--- src/verilog/ipr_pkg.sv ---
// Package for the interrupt priority resolver: source order, levels,
// machine cycle timing.
// Assumes one clock (mclk, 50 MHz) shared with the processor core.
//
// Behaviour
// Four priority levels, highest down to lowest.
// Each source's priority configured independently.
// Lower level never preempts running handler.
// Same-level ties settled by fixed hierarchy.
// Hierarchy: int0 first, PWM brake last.
// Serial request is receive OR transmit.
// Flags sampled and resolved each machine cycle.
// Machine cycle is four clock states.
// Admitted request issues long call to vector.
// No call while equal/higher level serviced.
// Call only in instruction's last cycle.
// No call on priority/enable write or return.
// Denied requests are not remembered.
// In-service bit per level, cleared by return.
// Two priority bits per source; enables gate polling.
package ipr_pkg;

   // ----------------------------------------------------------------
   // Sources in hierarchy order, index 0 is the highest
   // ----------------------------------------------------------------
   localparam int NUM_SRC = 13;
   localparam int SRC_W   = 4;
   localparam logic [3:0] SRC_EXT0    = 4'h0;
   localparam logic [3:0] SRC_BROWN   = 4'h1;
   localparam logic [3:0] SRC_WDOG    = 4'h2;
   localparam logic [3:0] SRC_TMR0    = 4'h3;
   localparam logic [3:0] SRC_TWI     = 4'h4;
   localparam logic [3:0] SRC_CONV    = 4'h5;
   localparam logic [3:0] SRC_EXT1    = 4'h6;
   localparam logic [3:0] SRC_KEYPAD  = 4'h7;
   localparam logic [3:0] SRC_CMP1    = 4'h8;
   localparam logic [3:0] SRC_TMR1    = 4'h9;
   localparam logic [3:0] SRC_CMP2    = 4'hA;
   localparam logic [3:0] SRC_SERIAL  = 4'hB;
   localparam logic [3:0] SRC_BRAKE   = 4'hC;

   // ----------------------------------------------------------------
   // Priority levels; larger code is more urgent
   // ----------------------------------------------------------------
   localparam int NUM_LVL = 4;
   typedef enum logic [1:0]
   {
      IPR_LVL_LOWEST  = 2'b00,
      IPR_LVL_LOW     = 2'b01,
      IPR_LVL_HIGH    = 2'b10,
      IPR_LVL_HIGHEST = 2'b11
   } ipr_lvl_t;

   // ----------------------------------------------------------------
   // Machine cycle states
   // ----------------------------------------------------------------
   localparam int STATES_PER_CYCLE = 4;
   typedef enum logic [1:0]
   {
      IPR_C1 = 2'b00,
      IPR_C2 = 2'b01,
      IPR_C3 = 2'b10,
      IPR_C4 = 2'b11
   } ipr_state_t;

   // Reset values
   localparam logic [3:0] RST_IN_SERVICE = 4'h0;
   localparam logic [3:0] RST_VECTOR     = 4'h0;

endpackage

--- src/verilog/ipr_poll_if.sv ---
// Carrier between the resolver top and its arbiter.
// Assumes both ends run on mclk.
interface ipr_poll_if;
   logic [ipr_pkg::NUM_SRC-1:0]     req;
   logic [2*ipr_pkg::NUM_SRC-1:0]   lvl;
   logic                            found;
   logic [ipr_pkg::SRC_W-1:0]       win_src;
   ipr_pkg::ipr_lvl_t               win_lvl;

   modport top (output req, output lvl, input found, input win_src,
                input win_lvl);
   modport arb (input req, input lvl, output found, output win_src,
                output win_lvl);
endinterface

--- src/verilog/ipr_resolver.sv ---
// Interrupt priority resolver top: samples flags once per machine cycle,
// resolves, and requests a long call from the core sequencer.
// Assumes flags and core strobes come from logic on mclk.
module ipr_resolver
#(
   parameter int NUM_SRC = ipr_pkg::NUM_SRC
)
(
   input  wire logic                  mclk,
   input  wire logic                  sys_rst,
   // Peripheral flags
   input  wire logic                  ext_int0_flag,
   input  wire logic                  brownout_flag,
   input  wire logic                  watchdog_int_flag,
   input  wire logic                  timer0_overflow_flag,
   input  wire logic                  twi_flag,
   input  wire logic                  converter_done_flag,
   input  wire logic                  ext_int1_flag,
   input  wire logic                  keypad_flag,
   input  wire logic                  comparator1_flag,
   input  wire logic                  timer1_overflow_flag,
   input  wire logic                  comparator2_flag,
   input  wire logic                  serial_rx_flag,
   input  wire logic                  serial_tx_flag,
   input  wire logic                  pwm_brake_flag,
   // Configuration
   input  wire logic                  global_enable,
   input  wire logic [NUM_SRC-1:0]    source_enable,
   input  wire logic [NUM_SRC-1:0]    priority_low_bits,
   input  wire logic [NUM_SRC-1:0]    priority_high_bits,
   // Core sequencer status
   input  wire logic                  last_cycle_of_insn,
   input  wire logic                  insn_writes_int_cfg,
   input  wire logic                  return_from_interrupt,
   // Outputs
   output logic                       long_subroutine_call,
   output logic [ipr_pkg::SRC_W-1:0]  vector_source,
   output logic [ipr_pkg::NUM_LVL-1:0] in_service,
   output logic [1:0]                 machine_state
);

   // ----------------------------------------------------------------
   // Machine cycle state counter
   // ----------------------------------------------------------------
   // Free-running; the core keeps its own count of instruction cycles
   // Limitation: both-edge timing inside a state is not modelled
   ipr_pkg::ipr_state_t state_ff;
   ipr_pkg::ipr_state_t nxt_state;

   always_comb
   begin
      case (state_ff)
         ipr_pkg::IPR_C1: nxt_state = ipr_pkg::IPR_C2;
         ipr_pkg::IPR_C2: nxt_state = ipr_pkg::IPR_C3;
         ipr_pkg::IPR_C3: nxt_state = ipr_pkg::IPR_C4;
         ipr_pkg::IPR_C4: nxt_state = ipr_pkg::IPR_C1;
         default:         nxt_state = ipr_pkg::IPR_C1;
      endcase
   end

   // ----------------------------------------------------------------
   // Raw request vector, hierarchy order
   // ----------------------------------------------------------------
   logic [NUM_SRC-1:0] raw_req;
   assign raw_req[ipr_pkg::SRC_EXT0]   = ext_int0_flag;
   assign raw_req[ipr_pkg::SRC_BROWN]  = brownout_flag;
   assign raw_req[ipr_pkg::SRC_WDOG]   = watchdog_int_flag;
   assign raw_req[ipr_pkg::SRC_TMR0]   = timer0_overflow_flag;
   assign raw_req[ipr_pkg::SRC_TWI]    = twi_flag;
   assign raw_req[ipr_pkg::SRC_CONV]   = converter_done_flag;
   assign raw_req[ipr_pkg::SRC_EXT1]   = ext_int1_flag;
   assign raw_req[ipr_pkg::SRC_KEYPAD] = keypad_flag;
   assign raw_req[ipr_pkg::SRC_CMP1]   = comparator1_flag;
   assign raw_req[ipr_pkg::SRC_TMR1]   = timer1_overflow_flag;
   assign raw_req[ipr_pkg::SRC_CMP2]   = comparator2_flag;
   assign raw_req[ipr_pkg::SRC_SERIAL] = serial_rx_flag
                                         | serial_tx_flag;
   assign raw_req[ipr_pkg::SRC_BRAKE]  = pwm_brake_flag;

   // ----------------------------------------------------------------
   // Sampling in C1; samples are replaced each machine cycle, held until the next C1
   // ----------------------------------------------------------------
   logic [NUM_SRC-1:0] sample_ff;
   logic [NUM_SRC-1:0] nxt_sample;
   wire  sample_now = (state_ff == ipr_pkg::IPR_C1);

   assign nxt_sample = sample_now ? (raw_req & source_enable
                                     & {NUM_SRC{global_enable}})
                                  : sample_ff;

   // ----------------------------------------------------------------
   // Per-source level from two bits
   // ----------------------------------------------------------------
   ipr_poll_if poll ();
   assign poll.req = sample_ff;

   genvar g;
   generate
      for (g = 0; g < NUM_SRC; g++)
      begin : g_lvl
         assign poll.lvl[2*g +: 2] = {priority_high_bits[g],
                                      priority_low_bits[g]};
      end
   endgenerate

   ipr_arbiter u_arb
   (
      .p (poll.arb)
   );

   // ----------------------------------------------------------------
   // Admission
   // ----------------------------------------------------------------
   logic [ipr_pkg::NUM_LVL-1:0] in_service_ff;
   logic [ipr_pkg::NUM_LVL-1:0] nxt_in_service;
   // Busy if any level at or above the winner is in service
   logic [ipr_pkg::NUM_LVL-1:0] at_or_above;
   generate
      for (g = 0; g < ipr_pkg::NUM_LVL; g++)
      begin : g_cmp
         assign at_or_above[g] = (g >= int'(poll.win_lvl));
      end
   endgenerate

   wire blocked  = |(in_service_ff & at_or_above);
   wire poll_now = (state_ff == ipr_pkg::IPR_C4);
   wire admit    = poll_now && poll.found && !blocked
                   && last_cycle_of_insn
                   && !insn_writes_int_cfg
                   && !return_from_interrupt;

   // ----------------------------------------------------------------
   // In-service record
   // ----------------------------------------------------------------
   logic [ipr_pkg::NUM_LVL-1:0] top_bit;

   // The return closes the most urgent level active, as handlers nest
   always_comb
   begin
      top_bit = '0;
      for (int i = 0; i < ipr_pkg::NUM_LVL; i++)
      begin
         if (in_service_ff[i])
         begin
            top_bit = '0;
            top_bit[i] = 1'b1;
         end
      end
   end

   // Admit is never true with a return, so set and clear never collide
   wire ret_done = return_from_interrupt && last_cycle_of_insn && poll_now;
   logic [ipr_pkg::NUM_LVL-1:0] set_bit;
   always_comb
   begin
      set_bit = '0;
      set_bit[poll.win_lvl] = admit;
   end

   assign nxt_in_service = (in_service_ff & ~(ret_done ? top_bit : '0))
                           | set_bit;

   // ----------------------------------------------------------------
   // Registers, one short process each
   // ----------------------------------------------------------------
   logic                        call_ff;
   logic                        nxt_call;
   logic [ipr_pkg::SRC_W-1:0]   vector_ff;
   logic [ipr_pkg::SRC_W-1:0]   nxt_vector;

   assign nxt_call   = admit;
   // Vector holds between calls so the core may fetch it late
   assign nxt_vector = admit ? poll.win_src : vector_ff;

   always_ff @(posedge mclk)
   begin
      if (sys_rst)
         state_ff <= ipr_pkg::IPR_C1;
      else
         state_ff <= nxt_state;
   end

   always_ff @(posedge mclk)
   begin
      if (sys_rst)
         sample_ff <= '0;
      else
         sample_ff <= nxt_sample;
   end

   always_ff @(posedge mclk)
   begin
      if (sys_rst)
         in_service_ff <= ipr_pkg::RST_IN_SERVICE;
      else
         in_service_ff <= nxt_in_service;
   end

   always_ff @(posedge mclk)
   begin
      if (sys_rst)
         call_ff <= 1'b0;
      else
         call_ff <= nxt_call;
   end

   always_ff @(posedge mclk)
   begin
      if (sys_rst)
         vector_ff <= ipr_pkg::RST_VECTOR;
      else
         vector_ff <= nxt_vector;
   end

   // ----------------------------------------------------------------
   // Outputs, each straight from a flip-flop
   // ----------------------------------------------------------------
   assign long_subroutine_call = call_ff;
   assign vector_source        = vector_ff;
   assign in_service           = in_service_ff;
   assign machine_state        = state_ff;

endmodule // ipr_resolver

--- src/verilog/ipr_arbiter.sv ---
// Combinational arbiter: highest level first, then fixed hierarchy.
// Assumes the request vector is already gated by the enables.
module ipr_arbiter
(
   ipr_poll_if.arb  p
);

   // ----------------------------------------------------------------
   // Scan from lowest hierarchy to highest so index 0 wins last
   // ----------------------------------------------------------------
   always_comb
   begin
      p.found   = 1'b0;
      p.win_src = '0;
      p.win_lvl = ipr_pkg::IPR_LVL_LOWEST;
      for (int i = ipr_pkg::NUM_SRC - 1; i >= 0; i--)
      begin
         if (p.req[i] && (!p.found ||
             ipr_pkg::ipr_lvl_t'(p.lvl[2*i +: 2]) >= p.win_lvl))
         begin
            p.found   = 1'b1;
            p.win_src = ipr_pkg::SRC_W'(i);
            p.win_lvl = ipr_pkg::ipr_lvl_t'(p.lvl[2*i +: 2]);
         end
      end
   end

endmodule // ipr_arbiter

--- config.mk ---
export PLATFORM = sky130hd
export DESIGN_NAME = ipr_resolver
export DESIGN_NICKNAME = d
export VERILOG_FILES = /design/src/verilog/ipr_pkg.sv /design/src/verilog/ipr_poll_if.sv /design/src/verilog/ipr_resolver.sv /design/src/verilog/ipr_arbiter.sv
export SDC_FILE = /design/constraint.sdc
export NUM_CORES = 1
export LEC_CHECK = 0
export BUFFER_PORTS_ARGS = -buffer_cell sky130_fd_sc_hd__buf_2
export CAP_MARGIN = 20
export CORE_ASPECT_RATIO = 1.25
export CORE_MARGIN = 2
export CORE_UTILIZATION = 53
export CTS_BUF_LIST = sky130_fd_sc_hd__clkbuf_16
export DETAILED_ROUTE_END_ITERATION = 6
export PLACE_DENSITY = 0.84
export SLEW_MARGIN = 20
export SYNTH_ARGS = -nofsm -noshare
export SYNTH_HDL_FRONTEND = slang
export SYNTH_SLANG_ARGS = --single-unit
export TNS_END_PERCENT = 5
--- constraint.sdc ---
create_clock -name mclk -period 22.1 [get_ports mclk]
set_clock_uncertainty 0.2 [all_clocks]
set_input_delay 4.42 -clock mclk [delete_from_list [all_inputs] [get_ports mclk]]
set_output_delay 4.42 -clock mclk [all_outputs]
set_load 0.1 [all_outputs]
Word-level counts from Yosys, hierarchy flattened
Cells that the tools add are included.
{"block": "classes", "n_lt_le_gt_ge": 17, "reduce_logical": 49, "n_bitwise": 8, "muxes": 47, "eq_ne": 3}
{"op": "2-to-1 mux 4 bit", "n": 17}
{"op": "AND 13 bit", "n": 2}
{"op": "2-to-1 mux 2 bit", "n": 13}
{"op": ">= comparator 2 bit", "n": 12}
{"op": "logical AND 1 bit", "n": 20}
{"op": "logical NOT 1 bit", "n": 15}
{"op": "2-to-1 mux 1 bit", "n": 15}
{"op": "AND 4 bit", "n": 3}
{"op": "logical OR 1 bit", "n": 12}
{"op": "one-hot mux 2 bit (4 select lines)", "n": 1}
{"op": "== test 2 bit (second input constant)", "n": 2}
{"op": ">= comparator 1 x 2 -> 1 bit (first input constant)", "n": 2}
{"op": "NOT 4 bit", "n": 1}
{"op": "bitwise OR 4 bit", "n": 1}
{"op": "OR reduction 4 bit", "n": 1}
{"op": "less-than comparator 2 x 3 -> 1 bit (second input constant)", "n": 1}
{"op": "demux 1 bit (select 2 bit)", "n": 1}
{"op": "== test 2 x 1 -> 1 bit (second input constant)", "n": 1}
{"op": ">= comparator 2 x 1 -> 1 bit (second input constant)", "n": 1}
{"op": ">= comparator 2 bit (first input constant)", "n": 1}
{"op": "logical NOT 2 bit", "n": 1}
{"op": "bitwise OR 1 bit", "n": 1}
{"block": "totals", "inputBits": 59, "reg_bits": 24, "output_inout_bits": 11, "elab_cells": 129}

Depth between registers and ports, before layout
{"block": "depth", "ltp_word": 59, "mapped_depth": 83, "depth_no_buf": 82}

Modules after synthesis
Synthesis repeated with hierarchy kept, for this count alone.
{"block": "unflattened", "cells_unflattened": 285, "area_unflattened_um2": 2249.7}
{"mod": "ipr_arbiter", "cells_each": 184, "n_inst": 1, "area_each_um2": 1262.5, "seq_area_each_um2": 0.0}
{"mod": "ipr_resolver", "cells_each": 101, "n_inst": 1, "area_each_um2": 987.2, "seq_area_each_um2": 480.5}

Worst setup path after synthesis
Ideal clock, no wire load.
{"block": "synth_timing", "path_type": "input to register", "from": "input port priority_low_bits[12]", "to": "register vector_ff (netlist bit vector_source[3])", "setup_ps": 121, "stages": 76, "setup_slack_ps": 2205, "required_time_ps": 21779, "t_arrival_ps": 19573, "n_path_buf": 0, "cell_sequence": "and2_1 > ha_1 > nor2b_1 > o2bb2ai_1 > mux2_2 > ha_1 > or3b_2 > and3_1 > mux2i_1 > nand2_1 > nor2_1 > a21oi_1 > ha_1 > nand2b_1 > a311oi_2 > nor2_1 > or3_1 > inv_1 > [... 40 more ...] > nand2b_1 > a21o_1 > o21ai_1 > nor2_1 > or2_2 > ha_1 > a21oi_1 > a21boi_1 > nand3b_1 > a211oi_4 > nor2_1 > ha_1 > nand2b_1 > a21oi_1 > a21boi_1 > mux2_2 > o311ai_4 > mux2_4"}
{"block": "synth_between", "elab_chain_cells": 57, "word_cells_on_any_way": 95, "cone_classes": "order compare: 15; mux: 37; bitwise: 1; reduce/logical: 42"}
{"item": "start, declared", "line": "ipr_resolver.sv:29", "source": "input wire logic [NUM_SRC-1:0] priority_low_bits,"}
{"item": "2-to-1 mux 2 bit *", "line": "ipr_arbiter.sv:18", "source": "if (p.req[i] && (!p.found ||"}
{"item": ">= comparator 2 bit", "line": "ipr_arbiter.sv:19", "source": "ipr_pkg::ipr_lvl_t'(p.lvl[2*i +: 2]) >= p.win_lvl))"}
{"item": "logical OR 1 bit", "line": "ipr_arbiter.sv:18"}
{"item": "logical AND 1 bit", "line": "ipr_arbiter.sv:18"}
{"item": "2-to-1 mux 2 bit / 2-to-1 mux 1 bit (equally long branches)", "line": "ipr_arbiter.sv:18"}
{"item": ">= comparator 2 bit / logical NOT 1 bit (equally long branches)", "line": "ipr_arbiter.sv:19, ipr_arbiter.sv:18"}
{"item": "logical OR 1 bit", "line": "ipr_arbiter.sv:18"}
{"item": "logical AND 1 bit", "line": "ipr_arbiter.sv:18"}
{"item": "[... 41 more ...]"}
{"item": ">= comparator 1 x 2 -> 1 bit / >= comparator 2 bit (equally long branches)", "line": "ipr_resolver.sv:121", "source": "assign at_or_above[g] = (g >= int'(poll.win_lvl));"}
{"item": "AND 4 bit", "line": "ipr_resolver.sv:125", "source": "wire blocked = |(in_service_ff & at_or_above);"}
{"item": "OR reduction 4 bit", "line": "ipr_resolver.sv:125"}
{"item": "logical NOT 1 bit", "line": "ipr_resolver.sv:127", "source": "wire admit = poll_now && poll.found && !blocked"}
{"item": "logical AND 1 bit", "line": "ipr_resolver.sv:127"}
{"item": "logical AND 1 bit", "line": "ipr_resolver.sv:128", "source": "&& last_cycle_of_insn"}
{"item": "logical AND 1 bit", "line": "ipr_resolver.sv:129", "source": "&& !insn_writes_int_cfg"}
{"item": "logical AND 1 bit", "line": "ipr_resolver.sv:130", "source": "&& !return_from_interrupt;"}
{"item": "end signal, assigned", "line": "ipr_resolver.sv:210", "source": "vector_ff <= ipr_pkg::RST_VECTOR;"}
{"item": "end signal, assigned", "line": "ipr_resolver.sv:212", "source": "vector_ff <= nxt_vector;"}
{"item": "end, declared", "line": "ipr_resolver.sv:168", "source": "logic [ipr_pkg::SRC_W-1:0] vector_ff;"}
Every way passes the cells marked *; elsewhere a longest branch is shown, timed or not.
A chain may end at the register's enable or synchronous reset.

Worst setup path in the final report
Same ends and word-level chain as after synthesis.

==> run_results.csv <==
group,metric,value,unit
outcome,status,"finished, final reports clean",
worst_setup_path,endpoint,"vector_source[3]",
logic_synthesis,yosysUniqueCellTypes,69,
logic_synthesis,synthTopCellsByCount,"nor2_1, inv_1, dfxtp_1, ha_1, nand2_1",
sta,fin_hold_ws,0.280,ns
worst_setup_path,worst-path-buf-inv,3,
route,firstDrtPassIters,4,
power,pwr-share-seq,22.9,%
power,finalPower,0.223,mW
worst_setup_path,startpoint,"priority_low_bits[12]",
worst_setup_path,reg2reg_setup_slack,4.89,ns
power,power_density,72.1,nW/um^2
logic_synthesis,synth_most_common_cell,"nor2_1",
final_layout,design_area,3100,um^2
power,p_leak,1.40,nW
final_layout,multiInputGateArea,1950,um^2
logic_synthesis,synth_seq_area_share,19.0,%
floorplanning,coreArea,4660,um^2
route,postRouteAntennaNets,0,
worst_setup_path,path_common_cell,"ha_1",
worst_setup_path,slowest_stage,"or3b_2",
global_route,antenna_found_initial,0,
clocking,cts_buffer_depth,2,
placement,pre_cts_slack,0.240,ns
clocking,clk_latency,0.25,ns
global_route,grt.total_usage,24.9,%
sta,fin_ws,1.18,ns
logic_synthesis,postSynthCellCount,317,
logic_synthesis,synth_top_flop_cell,"dfxtp_1",
logic_synthesis,syn_avg_cell_area,8.00,um^2
logic_synthesis,synth_edf_count,0,
final_layout,num-fill-cells,410,
power,power.share.switching,41.7,%
sta,hold_violations,0,
logic_synthesis,ys_ff_latch,24,
placement,dp_hpwl,5340,um
power,ir_drop,0.0000363,V
worst_setup_path,start_kind,"input port",
final_layout,final_util,66.4,%
power,pwr-share-clk,23.1,%
worst_setup_path,crit_family,"compound AO/OA/AOI/OAI gates",
clocking,root_buffer,"clkbuf_16",
worst_setup_path,worst-setup-path-type,"input port to flop",
power,power_frac_comb,54.0,%
global_route,grt_pass1_wl,10700,um
worst_setup_path,max_stage_delay,0.47,ns
clocking,cts_tree,"built",
global_route,grt_start_max_net_pins,28,
clocking,numCtsBuffers,3,
clocking,cts_sinks,24,
route,wl_per_cell,15.2,um
power,p_int,0.130,mW
floorplanning,die-area,5360,um^2
sta,maxSlewViolCount,0,
final_layout,finish.net_count,468,
sta,final.period_utilization,94.6,%
worst_setup_path,arrival,20.86,ns
worst_setup_path,cp-end-kind,"flop",
clocking,cts_hold_buf,0,
power,switching_power,0.0932,mW
placement,gp_congestion,0.916,
sta,worstMarginPinSlew,0.638,ns
floorplanning,io_pins,70,
route,drtIter0Drc,148,
worst_setup_path,path_depth,78,
worst_setup_path,worst_ep_required_time,22.05,ns
route,wl,6790,um
final_layout,seq_area,480,um^2
placement,place_area,2900,um^2
worst_setup_path,path_max_fanout,7,
final_layout,syn_to_final_growth,22.1,%
clocking,htree_levels,1,
floorplanning,start_util,54.4,%
floorplanning,die_h,81.3,um
final_layout,num_antenna_cells,0,
floorplanning,num_rows,28,
logic_synthesis,synth_area,2530,um^2
final_layout,layout.cells.non_filler,445,
logic_synthesis,yosys.area.top_type,"dfxtp_1",
logic_synthesis,syn_nets,399,
run,cap_violations,0,
sta,min_period,20.92,ns
logic_synthesis,yosysTopAreaCellShare,19.0,%
worst_setup_path,rr_endpoint,"vector_source[3]",
sta,setup_viol,0,
clocking,path_clk_slew,0.06,ns
route,num_vias,2670,
worst_setup_path,rr_worst_depth,77,
placement,place_inst,436,
worst_setup_path,rr_startpoint,"poll.req[12]",
logic_synthesis,synthTopCellsByArea,"dfxtp_1, ha_1, nor2_1, a32oi_1, inv_1",
sta,timing.fmax,47.8,MHz
route,vias_per_cell,6.00,
logic_synthesis,async_flop_share,0,%
sta,slew_headroom,56.9,%
floorplanning,fp.dieW,65.9,um
sta,fin_tns_setup,0,ns
logic_synthesis,yosysWarnings,0,
final_layout,drive_gt1_share,29.9,%
worst_hold_path,hp-class,"flop to flop",
route,drc,0,
global_route,overflow,0,
placement,portBuffers,69,
global_route,grt_pass1_vias,2435,
-- power groups by stage --
stage	registers (mW)	logic (mW)	clock network (mW)
after floorplan	0.0582	0.0829	0
after global placement	0.0515	0.110	0
after detailed placement	0.0516	0.115	0
after CTS	0.0508	0.116	0.0520
after global routing	0.0516	0.133	0.0538
final	0.0512	0.121	0.0515
-- cell families (layout without fill, tap and decap cells) --
family / Yosys count / after routing / share of synthesized area (%)
AOI/OAI and AO/OA: 101 / 101 / 32.9
muxes: 10 / 10 / 4.39
DFF: 24 / 24 / 19.0
adders and majority gates: 23 / 23 / 11.4
buffers and inverters: 38 / 106 / 6.22
and+or+nand+nor: 121 / 121 / 26.2
-- placed cells by master (no fill, tap or decap), types with 6 or more instances in the layout --
cell / count
a21oi_1: 16
a31oi_1: 6
a32oi_1: 13
and2_1: 8
buf_2: 69
dfxtp_1: 24
ha_1: 23
inv_1: 28
nand2_1: 22
nand2b_1: 16
nor2_1: 32
o21ai_0: 10
-- how the worst min path moves through the flow --
stage	start	end	slack [ns]	cells after the start
CTS	vector_source[1]	vector_source[1]	0.28	2
floorplan	poll.req[1]	poll.req[1]	0.26	2
detailed placement	vector_source[1]	vector_source[1]	0.27	2
finish	vector_source[1]	vector_source[1]	0.28	2
global placement	vector_source[1]	vector_source[1]	0.27	2
global route	vector_source[1]	vector_source[1]	0.32	2
-- worst register-to-register path: cells and delay by family (launching register included) --
kind                     cells  cell delay (ns)
AND/OR/NAND/NOR             26             4.42
buffers and inverters        2             0.14
adder cells (fa/ha/maj)     12             3.18
flip-flops                   1             0.51
multiplexers                 6             2.21
AO/OA/AOI/OAI               31             6.46
-- area by class of cell --
| class | instances | share of cell area, % |
|---|---|---|
| inverter | 28 | 3.40 |
| clock inverter | 1 | 0.970 |
| sequential | 24 | 15.5 |
| timing repair buffer | 74 | 12.4 |
| clock buffer | 3 | 2.43 |
| multi-input combinational | 255 | 62.9 |
| tap | 60 | 2.43 |
-- sequential cells by signal, indices dropped and copies added, names as in the netlist --
register              count
machine_state             2
vector_source             4
in_service                4
long_subroutine_call      1
poll.req                 13
-- routing by layer --
layer / global-route usage (%) / vias up / part of all wire [%]
li1: - / 1320 / -
met1: 28.3 / 1278 / 42
met2: 48.4 / 66 / 55
met3: 2.63 / 6 / 3.0
met4: 6.46 / 0 / 0.71
met5: 0 / - / 0
-- repair_timing --
item / in CTS / in global routing
endpoints found under the hold margin: 0 / 0
endpoints found under the setup margin: 0 / 9
setup buffers: 0 / 5
gates resized for setup: 0 / 8
Power figures use the tool's default switching activity.
